<file path="config.mk">
export PLATFORM = sky130hd
export DESIGN_NAME = aclm_match_entry
export DESIGN_NICKNAME = d
export VERILOG_FILES = /design/src/verilog/aclm_pkg.sv /design/src/verilog/aclm_port_filter.sv /design/src/verilog/aclm_match_entry.sv
export SDC_FILE = /design/constraint.sdc
export NUM_CORES = 1
export LEC_CHECK = 0
export BUFFER_PORTS_ARGS = -buffer_cell sky130_fd_sc_hd__buf_4
export CAP_MARGIN = 10
export CORE_MARGIN = 2
export CORE_UTILIZATION = 55
export DETAILED_ROUTE_END_ITERATION = 8
export MAX_ROUTING_LAYER = met4
export PLACE_DENSITY = 0.74
export SETUP_SLACK_MARGIN = 0.1
export SLEW_MARGIN = 15
export SYNTH_ARGS = -nofsm -noshare
export SYNTH_HDL_FRONTEND = slang
export SYNTH_SLANG_ARGS = --single-unit
</file>
<file path="constraint.sdc">
create_clock -name clk -period 7.6 [get_ports clk]
set_clock_uncertainty 0.05 [all_clocks]
set_input_delay 1.14 -clock clk [delete_from_list [all_inputs] [get_ports clk]]
set_output_delay 1.14 -clock clk [all_outputs]
set_load 0.01 [all_outputs]
</file>
<file path="src/verilog/aclm_pkg.sv">
// Purpose: constants and carriers for one layer-4 / ethertype match entry
// Assumes: ahb-lite register access, one word per register, 125 MHz clk
// Notes: Contract list below; register offsets are byte addresses
//
// Contract
// - source port: any, exact or range; any ignores
// - exact source port must equal 16-bit value
// - range source port must lie within bounds
// - destination port: independent any, exact, range
// - exact destination port must equal value
// - range destination port must lie within bounds
// - fin criterion: zero, one or any
// - syn criterion: zero, one or any
// - rst criterion: zero, one or any
// - psh criterion: zero, one or any
// - ack criterion: zero, one or any
// - urg criterion: zero, one or any
// - ethertype checked only in ethertype class
// - ethertype filter: any or exact compare
// - exact ethertype 0x600..0xffff, equal frames hit; the code also refuses 0x800, 0x806 and 0x86dd
// - ports/flags only for tcp/udp; flags tcp only
package aclm_pkg;

  // widths
  localparam int PORT_W = 16;
  localparam int ETYPE_W = 16;
  localparam int NFLAGS = 6;

  // register byte offsets
  localparam logic [31:0] OFF_CTRL = 32'h0000_0000;
  localparam logic [31:0] OFF_SPORT = 32'h0000_0004;
  localparam logic [31:0] OFF_DPORT = 32'h0000_0008;
  localparam logic [31:0] OFF_FLAGS = 32'h0000_000c;
  localparam logic [31:0] OFF_ETYPE = 32'h0000_0010;
  localparam logic [31:0] OFF_STATUS = 32'h0000_0014;
  localparam logic [31:0] OFF_LIMIT = 32'h0000_0018;

  // ctrl field positions
  localparam int CTRL_CLASS_BIT = 0;
  localparam int CTRL_L4_LSB = 1;
  localparam int CTRL_SP_LSB = 3;
  localparam int CTRL_DP_LSB = 5;
  localparam int CTRL_ET_BIT = 7;
  localparam int CTRL_EN_BIT = 8;

  // port register halves, status fields
  localparam int PORT_LO_LSB = 0;
  localparam int PORT_HI_LSB = 16;
  localparam int ST_HIT_BIT = 0;
  localparam int ST_REJ_BIT = 1;
  localparam int ST_CNT_LSB = 16;

  // port filter modes (3 reads as any)
  localparam logic [1:0] PM_ANY = 2'h0;
  localparam logic [1:0] PM_EXACT = 2'h1;
  localparam logic [1:0] PM_RANGE = 2'h2;

  // layer-4 protocol selector
  localparam logic [1:0] L4_NONE = 2'h0;
  localparam logic [1:0] L4_TCP = 2'h1;
  localparam logic [1:0] L4_UDP = 2'h2;

  // tcp flag criterion codes (2 and 3 read as any)
  localparam logic [1:0] FL_ZERO = 2'h0;
  localparam logic [1:0] FL_ONE = 2'h1;

  // ethertype limits and refused codes
  localparam logic [15:0] ETYPE_MIN = 16'h0600;
  localparam logic [15:0] ETYPE_IPV4 = 16'h0800;
  localparam logic [15:0] ETYPE_ARP = 16'h0806;
  localparam logic [15:0] ETYPE_IPV6 = 16'h86dd;

  // values after reset
  localparam logic [11:0] FLAGS_RST = 12'hfff;
  localparam logic [15:0] ETYPE_RST = 16'h0600;
  localparam logic [15:0] PORT_HI_RST = 16'hffff;

  // parsed header from the receive path, one-cycle valid
  typedef struct packed {
    logic valid;
    logic is_ip;
    logic is_arp;
    logic is_tcp;
    logic is_udp;
    logic [ETYPE_W-1:0] etype;
    logic [PORT_W-1:0] sport;
    logic [PORT_W-1:0] dport;
    logic [NFLAGS-1:0] tcp_flags; // fin,syn,rst,psh,ack,urg from bit 0
  } aclm_hdr_t;

  // verdict, one cycle after the header
  typedef struct packed {
    logic valid;
    logic hit;
  } aclm_res_t;

  // legal exact ethertype value
  function automatic logic et_legal(input logic [15:0] v);
    et_legal = (v >= ETYPE_MIN) && (v != ETYPE_IPV4) &&
               (v != ETYPE_ARP) && (v != ETYPE_IPV6);
  endfunction

endpackage

</file>
<file path="src/verilog/aclm_port_filter.sv">
// Purpose: one layer-4 port criterion: any, exact value or range
// Assumes: mode codes from aclm_pkg, combinational use
// Notes: range bounds are inclusive
`timescale 1ns/100ps
module aclm_port_filter #(
  parameter int W = 16
) (
  // criterion configuration
  input wire logic [1:0] mode,
  input wire logic [W-1:0] lo,
  input wire logic [W-1:0] hi,
  // frame port and verdict
  input wire logic [W-1:0] port,
  output logic ok
);

  // refuse widths the compare cannot serve
  generate
    if (W < 1 || W > 32) begin : g_bad_width
      $error("aclm_port_filter: W must be 1 to 32");
    end
  endgenerate

  // mode select of the compare
  always_comb begin
    case (mode)
      aclm_pkg::PM_EXACT: ok = (port == lo);
      aclm_pkg::PM_RANGE: ok = (port >= lo) && (port <= hi);
      default: ok = 1'b1;
    endcase
  end

endmodule

</file>
<file path="src/verilog/aclm_match_entry.sv">
// Purpose: one access-control match entry over layer-4 and ethertype
// Assumes: headers come from logic on clk; ahb-lite single word access
// Notes: verdict one cycle after the header; zero-wait bus slave
`timescale 1ns/100ps
module aclm_match_entry (
  // clock and reset
  input wire logic clk,
  input wire logic rst_n,
  // ahb-lite slave
  input wire logic hsel,
  input wire logic [31:0] haddr,
  input wire logic [1:0] htrans,
  input wire logic hwrite,
  input wire logic [2:0] hsize,
  input wire logic hready,
  input wire logic [31:0] hwdata,
  output logic [31:0] hrdata,
  output logic hreadyout,
  output logic hresp,
  // parsed frame headers and verdict
  input wire aclm_pkg::aclm_hdr_t hdr,
  output aclm_pkg::aclm_res_t result
);

  // whole state of the entry
  typedef struct packed {
    logic ap_valid;
    logic ap_write;
    logic ap_hit;
    logic [31:0] ap_addr;
    logic [31:0] rdata;
    logic cls_etype;
    logic [1:0] l4_sel;
    logic [1:0] sp_mode;
    logic [1:0] dp_mode;
    logic et_exact;
    logic enable;
    logic [15:0] sp_lo;
    logic [15:0] sp_hi;
    logic [15:0] dp_lo;
    logic [15:0] dp_hi;
    logic [15:0] et_val;
    logic [11:0] flag_cfg;
    logic et_rej;
    logic res_valid;
    logic res_hit;
    logic last_hit;
    logic [15:0] hit_cnt;
  } aclm_state_t;

  localparam aclm_state_t ST_RST = '{
    sp_hi: aclm_pkg::PORT_HI_RST,
    dp_hi: aclm_pkg::PORT_HI_RST,
    et_val: aclm_pkg::ETYPE_RST,
    flag_cfg: aclm_pkg::FLAGS_RST,
    default: '0
  };

  aclm_state_t q_q;
  aclm_state_t q_d;
  logic sp_ok;
  logic dp_ok;
  logic fl_ok;
  logic et_ok;
  logic l4_ok;
  logic all_ok;
  logic ap_take;
  logic mapped;

  // one three-state tcp flag criterion
  function automatic logic flag_ok(input logic [1:0] cfg, input logic f);
    case (cfg)
      aclm_pkg::FL_ZERO: flag_ok = !f;
      aclm_pkg::FL_ONE: flag_ok = f;
      default: flag_ok = 1'b1;
    endcase
  endfunction

  // source and destination port criteria
  aclm_port_filter #(.W(aclm_pkg::PORT_W)) u_src (
    .mode(q_q.sp_mode),
    .lo(q_q.sp_lo),
    .hi(q_q.sp_hi),
    .port(hdr.sport),
    .ok(sp_ok)
  );

  aclm_port_filter #(.W(aclm_pkg::PORT_W)) u_dst (
    .mode(q_q.dp_mode),
    .lo(q_q.dp_lo),
    .hi(q_q.dp_hi),
    .port(hdr.dport),
    .ok(dp_ok)
  );

  // flag, ethertype and protocol terms, anded into the verdict
  always_comb begin
    fl_ok = 1'b1;
    for (int i = 0; i < aclm_pkg::NFLAGS; i++) begin
      fl_ok = fl_ok && flag_ok(q_q.flag_cfg[2*i +: 2],
                               hdr.tcp_flags[i]);
    end
    et_ok = !q_q.et_exact || (hdr.etype == q_q.et_val);
    case (q_q.l4_sel)
      aclm_pkg::L4_TCP: l4_ok = hdr.is_tcp && sp_ok && dp_ok && fl_ok;
      aclm_pkg::L4_UDP: l4_ok = hdr.is_udp && sp_ok && dp_ok;
      default: l4_ok = 1'b1;
    endcase
    if (q_q.cls_etype) begin
      all_ok = q_q.enable && !hdr.is_ip && !hdr.is_arp && et_ok;
    end else begin
      all_ok = q_q.enable && hdr.is_ip && l4_ok;
    end
  end

  // address phase decode
  assign ap_take = hsel && htrans[1] && hready;
  assign mapped = (haddr[31:5] == 27'h0) && (haddr[1:0] == 2'h0) &&
                  (haddr[4:2] <= aclm_pkg::OFF_LIMIT[4:2]) &&
                  (haddr != aclm_pkg::OFF_LIMIT);

  // next state: bus, configuration, verdict and status
  always_comb begin
    q_d = q_q;
    q_d.ap_valid = ap_take;
    q_d.ap_write = hwrite;
    q_d.ap_hit = mapped;
    q_d.ap_addr = haddr;
    q_d.rdata = 32'h0;
    if (ap_take && !hwrite && mapped) begin
      case (haddr)
        aclm_pkg::OFF_CTRL: begin
          q_d.rdata[aclm_pkg::CTRL_CLASS_BIT] = q_q.cls_etype;
          q_d.rdata[aclm_pkg::CTRL_L4_LSB +: 2] = q_q.l4_sel;
          q_d.rdata[aclm_pkg::CTRL_SP_LSB +: 2] = q_q.sp_mode;
          q_d.rdata[aclm_pkg::CTRL_DP_LSB +: 2] = q_q.dp_mode;
          q_d.rdata[aclm_pkg::CTRL_ET_BIT] = q_q.et_exact;
          q_d.rdata[aclm_pkg::CTRL_EN_BIT] = q_q.enable;
        end
        aclm_pkg::OFF_SPORT: q_d.rdata = {q_q.sp_hi, q_q.sp_lo};
        aclm_pkg::OFF_DPORT: q_d.rdata = {q_q.dp_hi, q_q.dp_lo};
        aclm_pkg::OFF_FLAGS: q_d.rdata = {20'h0, q_q.flag_cfg};
        aclm_pkg::OFF_ETYPE: q_d.rdata = {16'h0, q_q.et_val};
        aclm_pkg::OFF_STATUS: begin
          q_d.rdata[aclm_pkg::ST_HIT_BIT] = q_q.last_hit;
          q_d.rdata[aclm_pkg::ST_REJ_BIT] = q_q.et_rej;
          q_d.rdata[aclm_pkg::ST_CNT_LSB +: 16] = q_q.hit_cnt;
        end
        default: q_d.rdata = 32'h0;
      endcase
    end
    // data phase of a write lands here
    if (q_q.ap_valid && q_q.ap_write && q_q.ap_hit) begin
      case (q_q.ap_addr)
        aclm_pkg::OFF_CTRL: begin
          q_d.cls_etype = hwdata[aclm_pkg::CTRL_CLASS_BIT];
          q_d.l4_sel = hwdata[aclm_pkg::CTRL_L4_LSB +: 2];
          q_d.sp_mode = hwdata[aclm_pkg::CTRL_SP_LSB +: 2];
          q_d.dp_mode = hwdata[aclm_pkg::CTRL_DP_LSB +: 2];
          q_d.et_exact = hwdata[aclm_pkg::CTRL_ET_BIT];
          q_d.enable = hwdata[aclm_pkg::CTRL_EN_BIT];
        end
        aclm_pkg::OFF_SPORT: begin
          q_d.sp_lo = hwdata[aclm_pkg::PORT_LO_LSB +: 16];
          q_d.sp_hi = hwdata[aclm_pkg::PORT_HI_LSB +: 16];
        end
        aclm_pkg::OFF_DPORT: begin
          q_d.dp_lo = hwdata[aclm_pkg::PORT_LO_LSB +: 16];
          q_d.dp_hi = hwdata[aclm_pkg::PORT_HI_LSB +: 16];
        end
        aclm_pkg::OFF_FLAGS: q_d.flag_cfg = hwdata[11:0];
        aclm_pkg::OFF_ETYPE: begin
          // refused codes keep the old value and raise the flag
          if (aclm_pkg::et_legal(hwdata[15:0])) begin
            q_d.et_val = hwdata[15:0];
            q_d.et_rej = 1'b0;
          end else begin
            q_d.et_rej = 1'b1;
          end
        end
        aclm_pkg::OFF_STATUS: q_d.hit_cnt = 16'h0; // any write clears
        default: q_d.et_rej = q_q.et_rej; // unmapped: nothing changes
      endcase
    end
    // verdict; a hit in the clearing cycle still counts
    q_d.res_valid = hdr.valid;
    q_d.res_hit = hdr.valid && all_ok;
    if (hdr.valid) begin
      q_d.last_hit = all_ok;
      if (all_ok) begin
        q_d.hit_cnt = q_d.hit_cnt + 16'h1;
      end
    end
  end

  // the one state register
  always_ff @(posedge clk or negedge rst_n) begin
    if (!rst_n) begin
      q_q <= ST_RST;
    end else begin
      q_q <= q_d;
    end
  end

  // outputs
  assign hrdata = q_q.rdata;
  assign hreadyout = 1'b1;
  assign hresp = 1'b0;
  assign result = '{valid: q_q.res_valid, hit: q_q.res_hit};
endmodule

</file>
# == Yosys cells after proc, flatten, opt, wreduce, memory -nomap -nowiden ==
# Index checks and enable logic that the tools add are counted.
# totals
out_inout_bits,36
register_bits,188
word_cells,135
# classes
n_lt_le_gt_ge,6
add_sub_neg,1
n_mux,20
n_reduce_logical,57
n_eq_ne,29
# op_table
cell,n
$eq 32x4->1 const B,4
$eq 32x5->1 const B,4
$eq 32x3->1 const B,2
$logic_not 32->1,2
$mux 16,4
$eq 16x16->1,3
$pmux 16 s3,1
$pmux 7 s5,1
$ge 16x16->1,2
$le 16x16->1,2
$mux 32,1
$ne 16x12->1 const B,2
$ne 32x5->1 const B,1
$logic_and 1x1->1,30
$pmux 7 s4,1
$logic_not 27->1,1
$eq 2x1->1 const B,9
$pmux 1 s2,9
$add 16x1->16 const B,1
$ge 16x11->1 const B,1
$ne 16x16->1 const B,1
$logic_not 2->1,7
$pmux 2 s6,1
$logic_not 1->1,10
6 further kinds,13

# == Logic depth before layout (Yosys ltp) ==
# depth
depth_word,13
depth_mapped,12

# == By module ==
# A second synthesis with hierarchy kept.
# unflattened
cells_unflattened,916
area_unflattened_um2,10069.7
# modules_own_cells
module,area_per_inst_um2,cells_per_inst,seq_area_each_um2,instances
aclm_match_entry,8350.5,676,4762.1,1
aclm_port_filter,859.6,120,0.0,2

# == Worst setup path before layout ==
# No wires, ideal clock.
# synth_timing
path_type,input to register
start,input hdr[19] (netlist name)
end,register q_q[1] (netlist name)
t_arrival_ps,3228
setup_time_ps,125
setup_slack_ps,4197
path_buffers,0
path_stages,8
path_cell_list,ha_1 -> nand4_2 -> nor4_2 -> nor4b_2 -> o31ai_1 -> o31a_1 -> or3_4 -> mux2_4
# synth_rtl
element,line,source
start: declaration,aclm_match_entry.sv:21,"input wire aclm_pkg::aclm_hdr_t hdr,"
end signal: assignment,aclm_match_entry.sv:201,q_q <= q_d;
end: declaration,aclm_match_entry.sv:59,aclm_state_t q_q;

==> impl_results.md <==
- Worst setup EP type: register
- Top-count cell post-synth: dfrtp_1
- Largest net degree at the start of global routing: 131
- Die height: ~140 um
- Worst slew pin tran: 1041 ps
- Top cell type's share of synthesized area: between 30% and 40%
- Synthesis-stage register bit count: ~190
- WS Path Type: in2reg
- Routed len/inst: between 20 and 25 um
- Final WS setup: around 3600 ps
- Top post-synthesis cells by area: dfrtp_1 (36%), dfstp_2 (12%), mux2_2 (11%)
- Commonest cells in the synthesized netlist: dfrtp_1 (142), mux2_2 (94), inv_1 (75), ha_1 (71), nand2_1 (63)
- Full die area: a little under 20,000 um2
- Pre-CTS setup slack: between 3000 and 4000 ps
- Synth warn: 0
- Tcrit/Tclk final: about 53%
- Netlist Area Pre-Place: about 10,000 um2
- Ys async rst share: 100.0%
- Post-Layout Cell Count: between 1k and 1.5k
- Sequential fraction of the synthesis area: a little under half
- Max cap viols: 0
- Ports: 169
- Max Root-Sink Buffers: 2
- Initial antenna violation count: 0
- Clk_lat worst skew: around 440 ps
- Share of layout cells above drive strength 1: a little over a third
- Hold buffer count at CTS: 0
- Die X: about 140 um
- Slew Viols, Final: 0
- Antenna Cells: 0
- Initial core utilization: approximately 56%
- FP Rows: 49
- Crit-path max FO: 20
- Htree depth: 4
- Nets: between 1k and 1.5k
- Rel. slew slack: slightly above 30%
- GR Overflow Total: 0
- Worst path max stage delay: 890 ps
- Clk root buf: clkbuf_16
- Yosys top cell by area: dfrtp_1
- CTS resizes: 0
- Final wirelength: 26,040 um
- Status: complete, no violations
- Placed cell count: 1,233
- Setup TNS: 0 ps
- VDD IR-drop max: 0.1761 mV
- Final Power: 2.217 mW
- Crit path DAT: roughly 4300 ps
- Vias in the first global route: ~7.5k
- # DRC: 0
- RSZ-0062 raised after global routing: no
- Sink Count: ~190
- First DRT Iteration DRCs: 727
- Via count: 7,495
- CP Cell Sequence: buf_4 > nor4_1 > nand4_1 > nor3_1 > and3b_1 > nor2b_2 > a222oi_1 > nor2_1
- Synth Instances: 900
- Final setup viols: 0
- Top FF cell, synth: dfrtp_1
- GRT Util Overall: 28.42%
- DP HPWL: between 15,000 and 20,000 um
- CTS clk-pin slew, worst paths: about 70 ps
- FMAX: 0.2499 GHz
- Final period demand of the worst path: approximately 4000 ps
- Vias per Instance: between 5 and 6
- P_leak: roughly 5.5 nW
- Count of buffers from port buffering: 162
- Post-synth net total: ~1.1k
- Req. time, crit path: just under 8000 ps
- Crit-path slowest cell: nor2b_2
- ANT nets after route: 0
- Layout area overhead: 18.13%
- Crit path max-delay family: simple AND/OR/NAND/NOR gates
- CORE AREA: about 18,000 um2
- TritonCTS clock tree: built
- HP Class: reg2reg
- Gpl congestion: around 0.9
- First-pass GRT wire length: between 40,000 and 50,000 um
- 1st-pass router iterations: 8
- Post-Syn Area per Cell: around 11 um2
- Min Hold Slack: 457.3 ps
- Worst setup SP type: input pin
- Power per cell area: between 150 and 200 nW/um2
- Post-synthesis cell type count: between 60 and 70
- WP buf/inv: 1
- Post-CTS Setup Bufs: 0
- Number of flops mapped to enable cells by yosys: 0
- Hold Fails Final Rpt: 0
- CTS Buf Count: 17
[power by group]
| part | total [mW] | switching (mW) | internal, mW | leakage, nW |
|---|---|---|---|---|
| Sequential | 1.06 | 0.0212 | 1.04 | 2.21 |
| Combinational | 0.220 | 0.117 | 0.103 | 2.97 |
| Clock | 0.937 | 0.429 | 0.508 | 0.298 |
[cell families after synthesis]
group | count (synthesis) | synth area share [%]
simple gates | 237 | 13.16
flops | 188 | 47.61
buf+inv | 143 | 6.768
compound gates | 121 | 8.719
mux | 113 | 12.60
fa+ha+maj | 71 | 8.882
xor+xnor | 25 | 2.189
other cells | 2 | 0.07508
[cells in the final DEF (no fill, tap or decap), drive strengths merged, types with 25 or more instances in the layout]
cell    instances
mux2          100
a21oi          25
nand2          63
nor2           42
ha             71
nor4           34
o21ai          31
inv            82
dfstp          46
a222oi         32
dfrtp         142
buf           170
[registers in the layout, summed over array words and instances, names as in the netlist]
signal	cells
hrdata	32
q_q	154
result	2
[final timing paths]
| path | slack (ps) | from | cells after the start | end |
|---|---|---|---|---|
| max | 3600 | haddr[9] | 8 | hrdata[25] |
| min | 460 | q_q[74] | 1 | q_q[74] |
| max reg2reg | 4000 | q_q[154] | 11 | q_q[14] |
| min reg2reg | 460 | q_q[74] | 1 | q_q[74] |
| max in group asynchronous | 5280 | rst_n | 2 | q_q[79] |
| min in group asynchronous | 830 | rst_n | 1 | q_q[0] |
[metal layers]
layer  track usage (%)  wire (um)
met1             40.29      11590
met2             42.03      12000
met3             5.663       2010
met4             8.081        446
met5                 -          0
[stage by stage]
stage	util, %	instance area, um2
after floorplan	-	10000
after global placement	62.56	11200
after detailed placement	62.56	11200
after CTS	66.00	11820
after global routing	66.00	11820
final	66.00	11820
[final cells by class]
type	instances	area, um2
inverter	76	285.3
tap	229	286.5
clock inverter	14	176.4
clock buffer	18	439.2
timing repair buffer	171	1290
fill	1425	6087
multi-input combinational	569	4576
sequential	188	4762
Note: power is estimated with default switching activity, not from simulation.
